$ cat config.mk
export PLATFORM = sky130hd
export DESIGN_NAME = ctcr_regs
export DESIGN_NICKNAME = d
export VERILOG_FILES = /design/src/design/ctcr_regs.v
export VERILOG_INCLUDE_DIRS = /design/src /design/src/design
export SDC_FILE = /design/constraint.sdc
export NUM_CORES = 1
export LEC_CHECK = 0
export BUFFER_PORTS_ARGS = -buffer_cell sky130_fd_sc_hd__buf_2
export CORE_ASPECT_RATIO = 1.25
export CORE_MARGIN = 5
export CORE_UTILIZATION = 30
export CTS_CLUSTER_DIAMETER = 150
export DETAILED_ROUTE_END_ITERATION = 16
export GPL_TIMING_DRIVEN = 0
export PLACE_DENSITY_LB_ADDON = 0.25
export SLEW_MARGIN = 20
export SYNTH_ARGS = -nofsm -noshare
export SYNTH_HDL_FRONTEND = slang
export SYNTH_SLANG_ARGS = --single-unit
$ cat constraint.sdc
create_clock -name ref_clk_i -period 1.7 [get_ports ref_clk_i]
set_input_delay 0.255 -clock ref_clk_i [delete_from_list [all_inputs] [get_ports ref_clk_i]]
set_output_delay 0.255 -clock ref_clk_i [all_outputs]
set_load 0.03 [all_outputs]
$ cat src/design/ctcr_defines.vh
// Purpose: constants for the converter trim configuration register bank
// Assumes: 8-bit registers reached by an internal command port
// Notes:   all offsets, fields and reset values live here
// Behaviour
// - bit 7 selects automatic(1) or manual(0) offset
// - manual trim bits 6:5 used only when manual
// - bias undervoltage code bits 2:0, top bit gates
// - power-good window select bit 7, resets to one
// - spare stored bit drives internal output
// - bit 4 bypasses tracking-ok switcher enable gate
// - tracking target bits 3:0 reset to all ones
// - host reads and overwrites every writable field
`ifndef CTCR_DEFINES_VH
`define CTCR_DEFINES_VH

// register offsets on the management command port
`define CTCR_ADDR_LOOP_OFFSET  8'hd4
`define CTCR_ADDR_BIAS_UV      8'hd6
`define CTCR_ADDR_PG_TRACK     8'hd7

// writable-bit masks per register
`define CTCR_MASK_LOOP_OFFSET  8'he0
`define CTCR_MASK_BIAS_UV      8'h07
`define CTCR_MASK_PG_TRACK     8'hdf

// reset values
`define CTCR_RST_LOOP_OFFSET   8'h80
`define CTCR_RST_BIAS_UV       8'h00
`define CTCR_RST_PG_TRACK      8'h8f

// field positions
`define CTCR_LO_SCHEME_BIT     7
`define CTCR_LO_TRIM_HI        6
`define CTCR_LO_TRIM_LO        5
`define CTCR_UV_HI             2
`define CTCR_UV_LO             0
`define CTCR_PG_WINDOW_BIT     7
`define CTCR_PG_SPARE_BIT      6
`define CTCR_PG_BYPASS_BIT     4
`define CTCR_PG_TARGET_HI      3
`define CTCR_PG_TARGET_LO      0

// reset values of the decoded setting outputs, matching the register resets
`define CTCR_RST_SCHEME        1'b1
`define CTCR_RST_UV_LEVEL      3'h0
`define CTCR_RST_WINDOW        1'b1
`define CTCR_RST_SPARE         1'b0
`define CTCR_RST_BYPASS        1'b0
`define CTCR_RST_TARGET        4'hf
`define CTCR_RST_ALLOWED       1'b0

// zero constants for gated outputs
`define CTCR_TRIM_ZERO         2'h0
`define CTCR_BYTE_ZERO         8'h00

`endif

$ cat src/design/ctcr_regs.v
// Purpose: three 8-bit converter trim configuration registers
// Assumes: management bus decoder upstream delivers one-cycle strobes
// Notes:   analog users read the decoded setting outputs
`timescale 1ns/1ps
`include "ctcr_defines.vh"

module ctcr_regs (
	input  wire       ref_clk_i,          // 50 mhz device clock
	input  wire       reset_i,            // synchronous, active high
	input  wire       wr_en_i,            // one-cycle write strobe
	input  wire       rd_en_i,            // one-cycle read strobe
	input  wire [7:0] addr_i,             // register offset
	input  wire [7:0] wdata_i,            // write data
	input  wire       tracking_input_ok_i, // comparator flag from analog pin
	output reg  [7:0] rdata_o,            // read data, one cycle after strobe
	output reg        rvalid_o,           // read data valid pulse
	output reg        loop_offset_scheme_select_o, // 1 automatic, 0 manual
	output reg  [1:0] loop_offset_trim_o,          // applied trim, zero if automatic
	output reg  [2:0] bias_undervoltage_level_o,   // lockout threshold code
	output reg        powergood_window_select_o,   // 1 wide window
	output reg        spare_internal_output_o,     // spare stored bit
	output reg        tracking_gate_bypass_o,      // skip tracking-ok gate
	output reg  [3:0] tracking_final_target_o,     // 50 mv steps from 500 mv
	output reg        switcher_enable_allowed_o    // switcher may start
);

	reg  [7:0] loop_q;    // loop offset register
	reg  [7:0] bias_q;    // bias undervoltage register
	reg  [7:0] pg_q;      // power-good and tracking register
	reg        trk_s1_q;  // synchroniser first stage
	reg        trk_s2_q;  // synchroniser second stage
	reg  [7:0] rd_d;      // read mux

	// analog flag crosses into the clock domain; only s2 is read
	always @(posedge ref_clk_i) begin
		if (reset_i) begin
			trk_s1_q <= 1'b0;
			trk_s2_q <= 1'b0;
		end else begin
			trk_s1_q <= tracking_input_ok_i;
			trk_s2_q <= trk_s1_q;
		end
	end

	// register writes; masks keep reserved bits zero
	always @(posedge ref_clk_i) begin
		if (reset_i) begin
			loop_q <= `CTCR_RST_LOOP_OFFSET;
			bias_q <= `CTCR_RST_BIAS_UV;
			pg_q   <= `CTCR_RST_PG_TRACK;
		end else if (wr_en_i) begin
			// new value replaces the old setting
			if (addr_i == `CTCR_ADDR_LOOP_OFFSET) begin
				loop_q <= wdata_i & `CTCR_MASK_LOOP_OFFSET;
			end else if (addr_i == `CTCR_ADDR_BIAS_UV) begin
				bias_q <= wdata_i & `CTCR_MASK_BIAS_UV;
			end else if (addr_i == `CTCR_ADDR_PG_TRACK) begin
				pg_q <= wdata_i & `CTCR_MASK_PG_TRACK;
			end
			// unmapped offsets are ignored
		end
	end

	// read decode; unmapped offsets read zero
	always @* begin
		if (addr_i == `CTCR_ADDR_LOOP_OFFSET) begin
			rd_d = loop_q;
		end else if (addr_i == `CTCR_ADDR_BIAS_UV) begin
			rd_d = bias_q;
		end else if (addr_i == `CTCR_ADDR_PG_TRACK) begin
			rd_d = pg_q;
		end else begin
			rd_d = `CTCR_BYTE_ZERO;
		end
	end

	// registered read port and decoded settings; outputs lag storage by one cycle
	always @(posedge ref_clk_i) begin
		if (reset_i) begin
			rdata_o                     <= `CTCR_BYTE_ZERO;
			rvalid_o                    <= 1'b0;
			loop_offset_scheme_select_o <= `CTCR_RST_SCHEME;
			loop_offset_trim_o          <= `CTCR_TRIM_ZERO;
			bias_undervoltage_level_o   <= `CTCR_RST_UV_LEVEL;
			powergood_window_select_o   <= `CTCR_RST_WINDOW;
			spare_internal_output_o     <= `CTCR_RST_SPARE;
			tracking_gate_bypass_o      <= `CTCR_RST_BYPASS;
			tracking_final_target_o     <= `CTCR_RST_TARGET;
			switcher_enable_allowed_o   <= `CTCR_RST_ALLOWED;
		end else begin
			rdata_o  <= rd_en_i ? rd_d : `CTCR_BYTE_ZERO;
			rvalid_o <= rd_en_i;
			loop_offset_scheme_select_o <= loop_q[`CTCR_LO_SCHEME_BIT];
			// trim is forced off while the automatic scheme runs
			loop_offset_trim_o <= loop_q[`CTCR_LO_SCHEME_BIT] ? `CTCR_TRIM_ZERO :
				loop_q[`CTCR_LO_TRIM_HI:`CTCR_LO_TRIM_LO];
			// analog side decodes: top bit 0 means the 10.2 v level
			bias_undervoltage_level_o <= bias_q[`CTCR_UV_HI:`CTCR_UV_LO];
			powergood_window_select_o <= pg_q[`CTCR_PG_WINDOW_BIT];
			spare_internal_output_o   <= pg_q[`CTCR_PG_SPARE_BIT];
			tracking_gate_bypass_o    <= pg_q[`CTCR_PG_BYPASS_BIT];
			tracking_final_target_o   <= pg_q[`CTCR_PG_TARGET_HI:`CTCR_PG_TARGET_LO];
			switcher_enable_allowed_o <= pg_q[`CTCR_PG_BYPASS_BIT] | trk_s2_q;
		end
	end

endmodule // ctcr_regs

# Word level (Yosys, flattened, before mapping)

Index checks and enable logic that the tools add are counted.

Equality and inequality tests: 3
Mux-type cells: 3
Bitwise logic cells: 5
Reductions and logical operators: 7

Operator list:

| kind               | number |
|---|---|
| $eq 8x8->1 const B | 3 |
| $mux 8             | 3 |
| $reduce_or 5->1    | 1 |
| $not 1->1          | 4 |
| $reduce_and 4->1   | 1 |
| $reduce_or 2->1    | 2 |
| $reduce_and 3->1   | 1 |
| $reduce_or 3->1    | 1 |
| $reduce_and 2->1   | 1 |
| $or 1x1->1         | 1 |

Register bits after elaboration: 38
Input port bits: 21
Output and inout bits: 23

# Depth between registers and ports, before layout

Gate-level depths: netlist of run 1.

Word-level depth: 4
Gate-level depth with buffers: 4

# Worst setup path after synthesis of run 1

No wires, ideal clock.

Kind: input -> register
From: in addr_i[3]
To: reg pg_q[4]
Setup time: 0.121 ns
Arrival time: 1.252 ns
Data required time: 1.579 ns
Slack: 0.327 ns
Stages on the path: 3
Cell sequence: nand4bb_4 -> nor3_4 -> mux2_4

Word-level cells in the longest chain between the ends: 3
Elaborated cells between the ends (all ways): 6
Classes of those cells: eq/ne: 3; bitwise: 2; reduce/logical: 1

Ends and longest elaborated chain:

| item                         | RTL line       | source |
|---|---|---|
| start: declaration           | ctcr_regs.v:12 | `input wire [7:0] addr_i,` |
| $eq 8x8->1 (no line)         | --             |  |
| $not 1->1 (no line)          | --             |  |
| $reduce_and 4->1 (no line) * | --             |  |
| end signal: assignment       | ctcr_regs.v:50 | `` pg_q <= `CTCR_RST_PG_TRACK; `` |
| end signal: assignment       | ctcr_regs.v:58 | `` pg_q <= wdata_i & `CTCR_MASK_PG_TRACK; `` |
| end: declaration             | ctcr_regs.v:29 | `reg [7:0] pg_q;` |

Every way passes the cells marked *; elsewhere a longest branch is shown, timed or not.
A chain may end at the register's enable or synchronous reset.

# Final worst setup path of run 1

Ends and elaborated chain as after synthesis.

==> results of run 1 <==
final cells by class:
class,instances,share of cell area
multi-input cells,70,0.3041
repair buffers,42,0.1219
clock buffers,8,0.06386
well taps,58,0.04209
flip-flops and latches,38,0.4412
inverters,8,0.01742
plain buffers,3,0.009434
how the worst max path moves through the flow:
stage / startpoint / end / slack [ps] / depth (start not counted)
after floorplan: addr_i[3] / pg_q[4]$_SDFFE_PP0P_ / 330 / 3
after global placement: addr_i[3] / pg_q[4]$_SDFFE_PP0P_ / 100 / 4
after detailed placement: addr_i[3] / pg_q[4]$_SDFFE_PP0P_ / 90 / 4
after CTS: addr_i[3] / pg_q[4]$_SDFFE_PP0P_ / 390 / 4
after global routing: addr_i[3] / pg_q[4]$_SDFFE_PP0P_ / 350 / 4
final: addr_i[3] / pg_q[4]$_SDFFE_PP0P_ / 420 / 4
per-layer routing:
layer | share of wire | vias up
li1 | - | 487
met1 | 0.45 | 393
met2 | 0.44 | 32
met3 | 0.089 | 5
met4 | 0.022 | 0
met5 | 0 | -
state kept, by name, indices dropped and copies added, names as in the netlist, 2 cells and up:
signal,cells
loop_q,3
pg_q,7
tracking_final_target_o,4
loop_offset_trim_o,2
bias_q,3
bias_undervoltage_level_o,3
rdata_o,8
kinds of logic (layout without fill, tap and decap cells):
kind of cell | after synthesis | count (layout) | synth area share
buf+inv | 11 | 61 | 0.03477
mux | 16 | 16 | 0.1269
simple gates | 52 | 52 | 0.2556
flops | 38 | 38 | 0.5714
compound gates | 2 | 2 | 0.01127
power groups by stage:
stage / clock network, mW / logic [mW] / registers [mW]
2_1_floorplan: 0 / 0.0440 / 0.920
3_3_place_gp: 0 / 0.0858 / 0.916
3_5_place_dp: 0 / 0.0879 / 0.916
4_1_cts: 0.729 / 0.0882 / 0.895
5_1_grt: 0.769 / 0.0989 / 0.895
6_report: 0.703 / 0.0864 / 0.896
Yosys cell counts (all sizes together):
library cell / instances
a22oi: 2
and2: 4
and3: 4
and4bb: 1
buf: 2
clkbuf: 1
dfxtp: 38
inv: 8
mux2: 4
mux2i: 12
nand2: 1
nand2b: 5
nand3: 2
nand4: 1
nand4bb: 1
nor2: 19
nor2b: 11
nor3: 1
nor4: 2
metrics by stage:
stage            util  std cells  hold slack (ps)  worst slack, ps
6_report       0.3956        227            179.3            421.4
5_1_grt        0.3956        227            187.7            348.8
4_1_cts        0.3956        227            170.3            394.0
3_5_place_dp   0.3704        219            444.6            92.56
3_3_place_gp   0.3704        219            423.6            100.4
2_1_floorplan       -        119            335.9            326.8
==> flow_summary.json, run 1 <==
{
  "antenna_found_initial": 0,
  "top_usage_layer": "met2",
  "p_sw_mw": 0.3423,
  "crit_path_top_delay_cell": "nor3_4",
  "placementRows": 27,
  "final_cell_mix": "43 x buf_2, 38 x dfxtp_1, 19 x nor2_1, 12 x mux2i_1, 11 x nor2b_1",
  "critPathTopFamily": "simple AND/OR/NAND/NOR gates",
  "n_fill_cell": 435,
  "outcome": "completed",
  "power_density_nw_per_um2": 977.5,
  "r2r_slack_ps": 860,
  "die_w_um": 69.58,
  "wl_per_cell_um": 11.21,
  "leakagePower_nw": 0.7564,
  "grt_pass1_vias": 1062,
  "port_buffers": 42,
  "critical_path_buf_inv_count": 1,
  "cts_buffers": 5,
  "via_per_inst": 4.040,
  "die-area_sq_um": 5878,
  "synth_top_area_share": 0.5714,
  "use_met1": 0.1117,
  "grt_overflow": 0,
  "htree_levels": 2,
  "num_vias": 917,
  "hold_violations": 0,
  "cts_setup_buffers": 0,
  "synth_nets": 140,
  "crit_path_start_kind": "input pin",
  "fin_crit_ps": 1279,
  "first_pass_iters": 4,
  "fin_crit_sh": 0.7521,
  "grtUsageTotal": 0.1016,
  "place.gp.congestion": 0.7350,
  "totalPowerFinal_mw": 1.685,
  "p_comb_frac": 0.051,
  "io_pins": 44,
  "p_clk_frac": 0.417,
  "clockBufferDepth": 2,
  "syn_to_final_growth_pct": 29.51,
  "syn_area_sq_um": 1331,
  "cts_tree": "yes",
  "finClkSkew_ps": 2.309,
  "final_cell_area_sq_um": 1724,
  "grt_use_met2": 0.1580,
  "multi_input_area_sq_um": 524.3,
  "fin_tns_setup_ps": 0,
  "root_buffer": "clkbuf_8",
  "yosys_warnings": 0,
  "drt_iter0_markers": 23,
  "min_to": "trk_s1_q$_SDFF_PP0_",
  "synthCells": 119,
  "cts_resized": 0,
  "arrival_ps": 1450,
  "cp_cell_sequence": "buf_2 -> nand4bb_4 -> nor3_4 -> mux2_4",
  "yosys-top-cells-area": "dfxtp_1 57%, mux2i_1 9.0%, nor2_1 5.4%, nor2b_1 5.2%, nor4_4 3.2%",
  "required_ps": 1870,
  "slew_violations": 0,
  "use_met3": 0.05150,
  "hold_start": "tracking_input_ok_i",
  "grt_max_degree": 12,
  "min-delay-path-class": "in -> reg",
  "insertedDiodeCount": 0,
  "clock_latency_ps": 280,
  "relSlewSlack": 0.6840,
  "end_kind": "flop",
  "fin_nets": 189,
  "syn_avg_cell_area_sq_um": 11.19,
  "worst_ir_drop_vdd_v": 0.0004018,
  "rsz0062_at_grt": "false",
  "reg2reg_to": "pg_q[4]$_SDFFE_PP0P_",
  "maxCapViolations": 0,
  "synth_top_area_cell": "dfxtp_1",
  "seqPwrFrac": 0.531,
  "coreArea_sq_um": 4358,
  "dpl-instance-area_sq_um": 1614,
  "r2r_start": "pg_q[4]$_SDFFE_PP0P_",
  "drc_errors": 0,
  "grt_pass1_wl_um": 4733,
  "setup_viol": 0,
  "clk_pin_slew_ps": 70,
  "slowest_delay_ps": 480,
  "yosysSeqAreaShare": 0.5714,
  "rr_worst_depth": 2,
  "drt_wl_total_um": 2544,
  "die_h_um": 84.48,
  "final_common_cell": "buf_2",
  "synth_seq_cells": 38,
  "ant_nets": 0,
  "synth.distinct_cells": 21,
  "switching_share": 0.2031,
  "clock-sinks": 38,
  "fmax_ghz": 0.7821,
  "drive_above_1_share": 0.3609,
  "dp_hpwl_um": 2024,
  "seq_area_sq_um": 760.7,
  "cts_hold_buffers": 0,
  "crit_type": "in -> reg",
  "worst_slew_pin_slew_ps": 472.4,
  "holdPathStages": 2,
  "initial_core_util": 0.3055,
  "p_int_mw": 1.343,
  "crit_path_max_fanout": 7
}
Power figures use the tool's default switching activity.
==> inputs of run 2 (changes only) <==
- clock period: 1.7 -> 1.1 ns (I/O delays scaled with it)
==> flow_summary.json, run 2 (same netlist as run 1, synthesis figures left out) <==
{
  "outcome": "completed",
  "die_w_um": 69.58,
  "fin_nets": 194,
  "num_vias": 950,
  "place.gp.congestion": 0.7048,
  "via_per_inst": 4.095,
  "largest_reg_flops": 8,
  "first_pass_iters": 3,
  "setup_viol": 0,
  "ant_nets": 0,
  "fin_crit_sh": 0.9604,
  "fmax_ghz": 0.9466,
  "required_ps": 1280,
  "cts_tree": "yes",
  "rr_worst_depth": 2,
  "r2r_start": "pg_q[4]$_SDFFE_PP0P_",
  "cp_cell_sequence": "buf_6 -> nand4bb_4 -> buf_4 -> nor3_4 -> mux2_4",
  "timing.hold.ws_ps": 120.2,
  "clock_latency_ps": 280,
  "coreArea_sq_um": 4358,
  "syn_to_final_growth_pct": 32.52,
  "dpl-instance-area_sq_um": 1622,
  "antenna_found_initial": 0,
  "worst_slew_pin_slew_ps": 373.5,
  "cts_hold_buffers": 0,
  "grt_overflow": 0,
  "drc_errors": 0,
  "slowest_delay_ps": 320,
  "crit_path_top_delay_cell": "mux2_4",
  "dp_hpwl_um": 2084,
  "grt_pass1_vias": 1020,
  "clock-sinks": 38,
  "grt_pass1_wl_um": 4540,
  "port_buffers": 42,
  "final_cell_area_sq_um": 1764,
  "regMostFlops": "rdata_o",
  "cp-startpoint": "addr_i[3]",
  "finClkSkew_ps": 2.169,
  "crit_path_max_fanout": 3,
  "clockBufferDepth": 2,
  "placementRows": 27,
  "end_kind": "flop",
  "maxCapViolations": 0,
  "die_h_um": 84.48,
  "grtUsageTotal": 0.09893,
  "rsz0062_at_grt": "true",
  "htree_levels": 2,
  "drt_iter0_markers": 34,
  "drive_above_1_share": 0.3736,
  "totalPowerFinal_mw": 2.481,
  "min-delay-path-class": "in -> reg",
  "worst_ir_drop_vdd_v": 0.0006027,
  "r2r_slack_ps": 260,
  "wl_per_cell_um": 11.56,
  "power_density_nw_per_um2": 1406,
  "top_regs": "rdata_o: 8 flops, pg_q: 7 flops, tracking_final_target_o: 4 flops",
  "leakagePower_nw": 0.7784,
  "fin_crit_ps": 1056,
  "drt_wl_total_um": 2683,
  "worstSetupEndpoint": "pg_q[4]$_SDFFE_PP0P_",
  "grt_max_degree": 12,
  "root_buffer": "clkbuf_8",
  "reg2reg_to": "pg_q[4]$_SDFFE_PP0P_",
  "place_inst": 219,
  "cts_buffers": 5,
  "final_common_cell": "buf_2",
  "relSlewSlack": 0.7510,
  "clk_pin_slew_ps": 70,
  "insertedDiodeCount": 0,
  "io_pins": 44,
  "final_cell_mix": "42 x buf_2, 38 x dfxtp_1, 19 x nor2_1, 12 x mux2i_1, 11 x nor2b_1",
  "arrival_ps": 1230,
  "die-area_sq_um": 5878,
  "stdcell_count": 232,
  "hold_violations": 0,
  "utilization": 0.4048,
  "crit_path_start_kind": "input pin",
  "initial_core_util": 0.3055,
  "crit_type": "in -> reg",
  "slew_violations": 0
}
run 2: changes by cell type in the layout (fill, tap and decap cells not counted), sizes merged:
cell,before,now
clkbuf,9,8
clkinv,0,1
buf,44,49
run 2: how the worst min path moves through the flow:
stage,startpoint,cells past startpoint,end
2_1_floorplan,reset_i,1,bias_undervoltage_level_o[0]$_SDFF_PP0_
3_3_place_gp,tracking_input_ok_i,2,trk_s1_q$_SDFF_PP0_
3_5_place_dp,tracking_input_ok_i,2,trk_s1_q$_SDFF_PP0_
4_1_cts,tracking_input_ok_i,2,trk_s1_q$_SDFF_PP0_
5_1_grt,tracking_input_ok_i,2,trk_s1_q$_SDFF_PP0_
6_report,tracking_input_ok_i,2,trk_s1_q$_SDFF_PP0_
run 2: routing by layer:
layer	vias to the layer above	wire, um	global-route usage
li1	496	-	-
met1	419	1033	0.09517
met2	29	1338	0.1658
met3	6	229	0.04551
met4	0	82	0.07105
met5	-	0	0
run 2: cell type report:
type / instances / area (sq um)
sequential: 38 / 760.7
timing repair buffer: 47 / 261.5
clock inverter: 1 / 5.005
tap: 58 / 72.57
buffer: 3 / 16.27
multi-input combinational: 70 / 531.8
fill: 447 / 2594
clock buffer: 7 / 86.33
inverter: 8 / 30.03
run 2: where the power goes:
part | leakage (nW) | internal, mW | switching [mW]
Sequential | 0.307 | 1.38 | 0.00155
Combinational | 0.423 | 0.0663 | 0.0756
Clock | 0.0482 | 0.505 | 0.450
Total | 0.778 | 1.95 | 0.527
run 2: worst max-delay path, delay by kind of cell:
kind,cells,cell delay (ps)
AND/OR/NAND/NOR,2,480
multiplexers,1,320
buffers and inverters,2,260
run 2: stage by stage:
step | setup slack, ps | setup TNS, ps
floorplan | -164.7 | -490.2
global placement | -387.8 | -3399
detailed placement | -411.6 | -4058
CTS | 6.731 | 0
global route | -26.82 | -26.82
finish | 43.60 | 0
run 2: repair_timing:
| action | 4_1_cts | 5_1_grt |
|---|---|---|
| gates resized for setup | 0 | 3 |
| endpoints found under the setup margin | 4 | 4 |
| setup buffers | 4 | 1 |
| pin swaps | 2 | 3 |
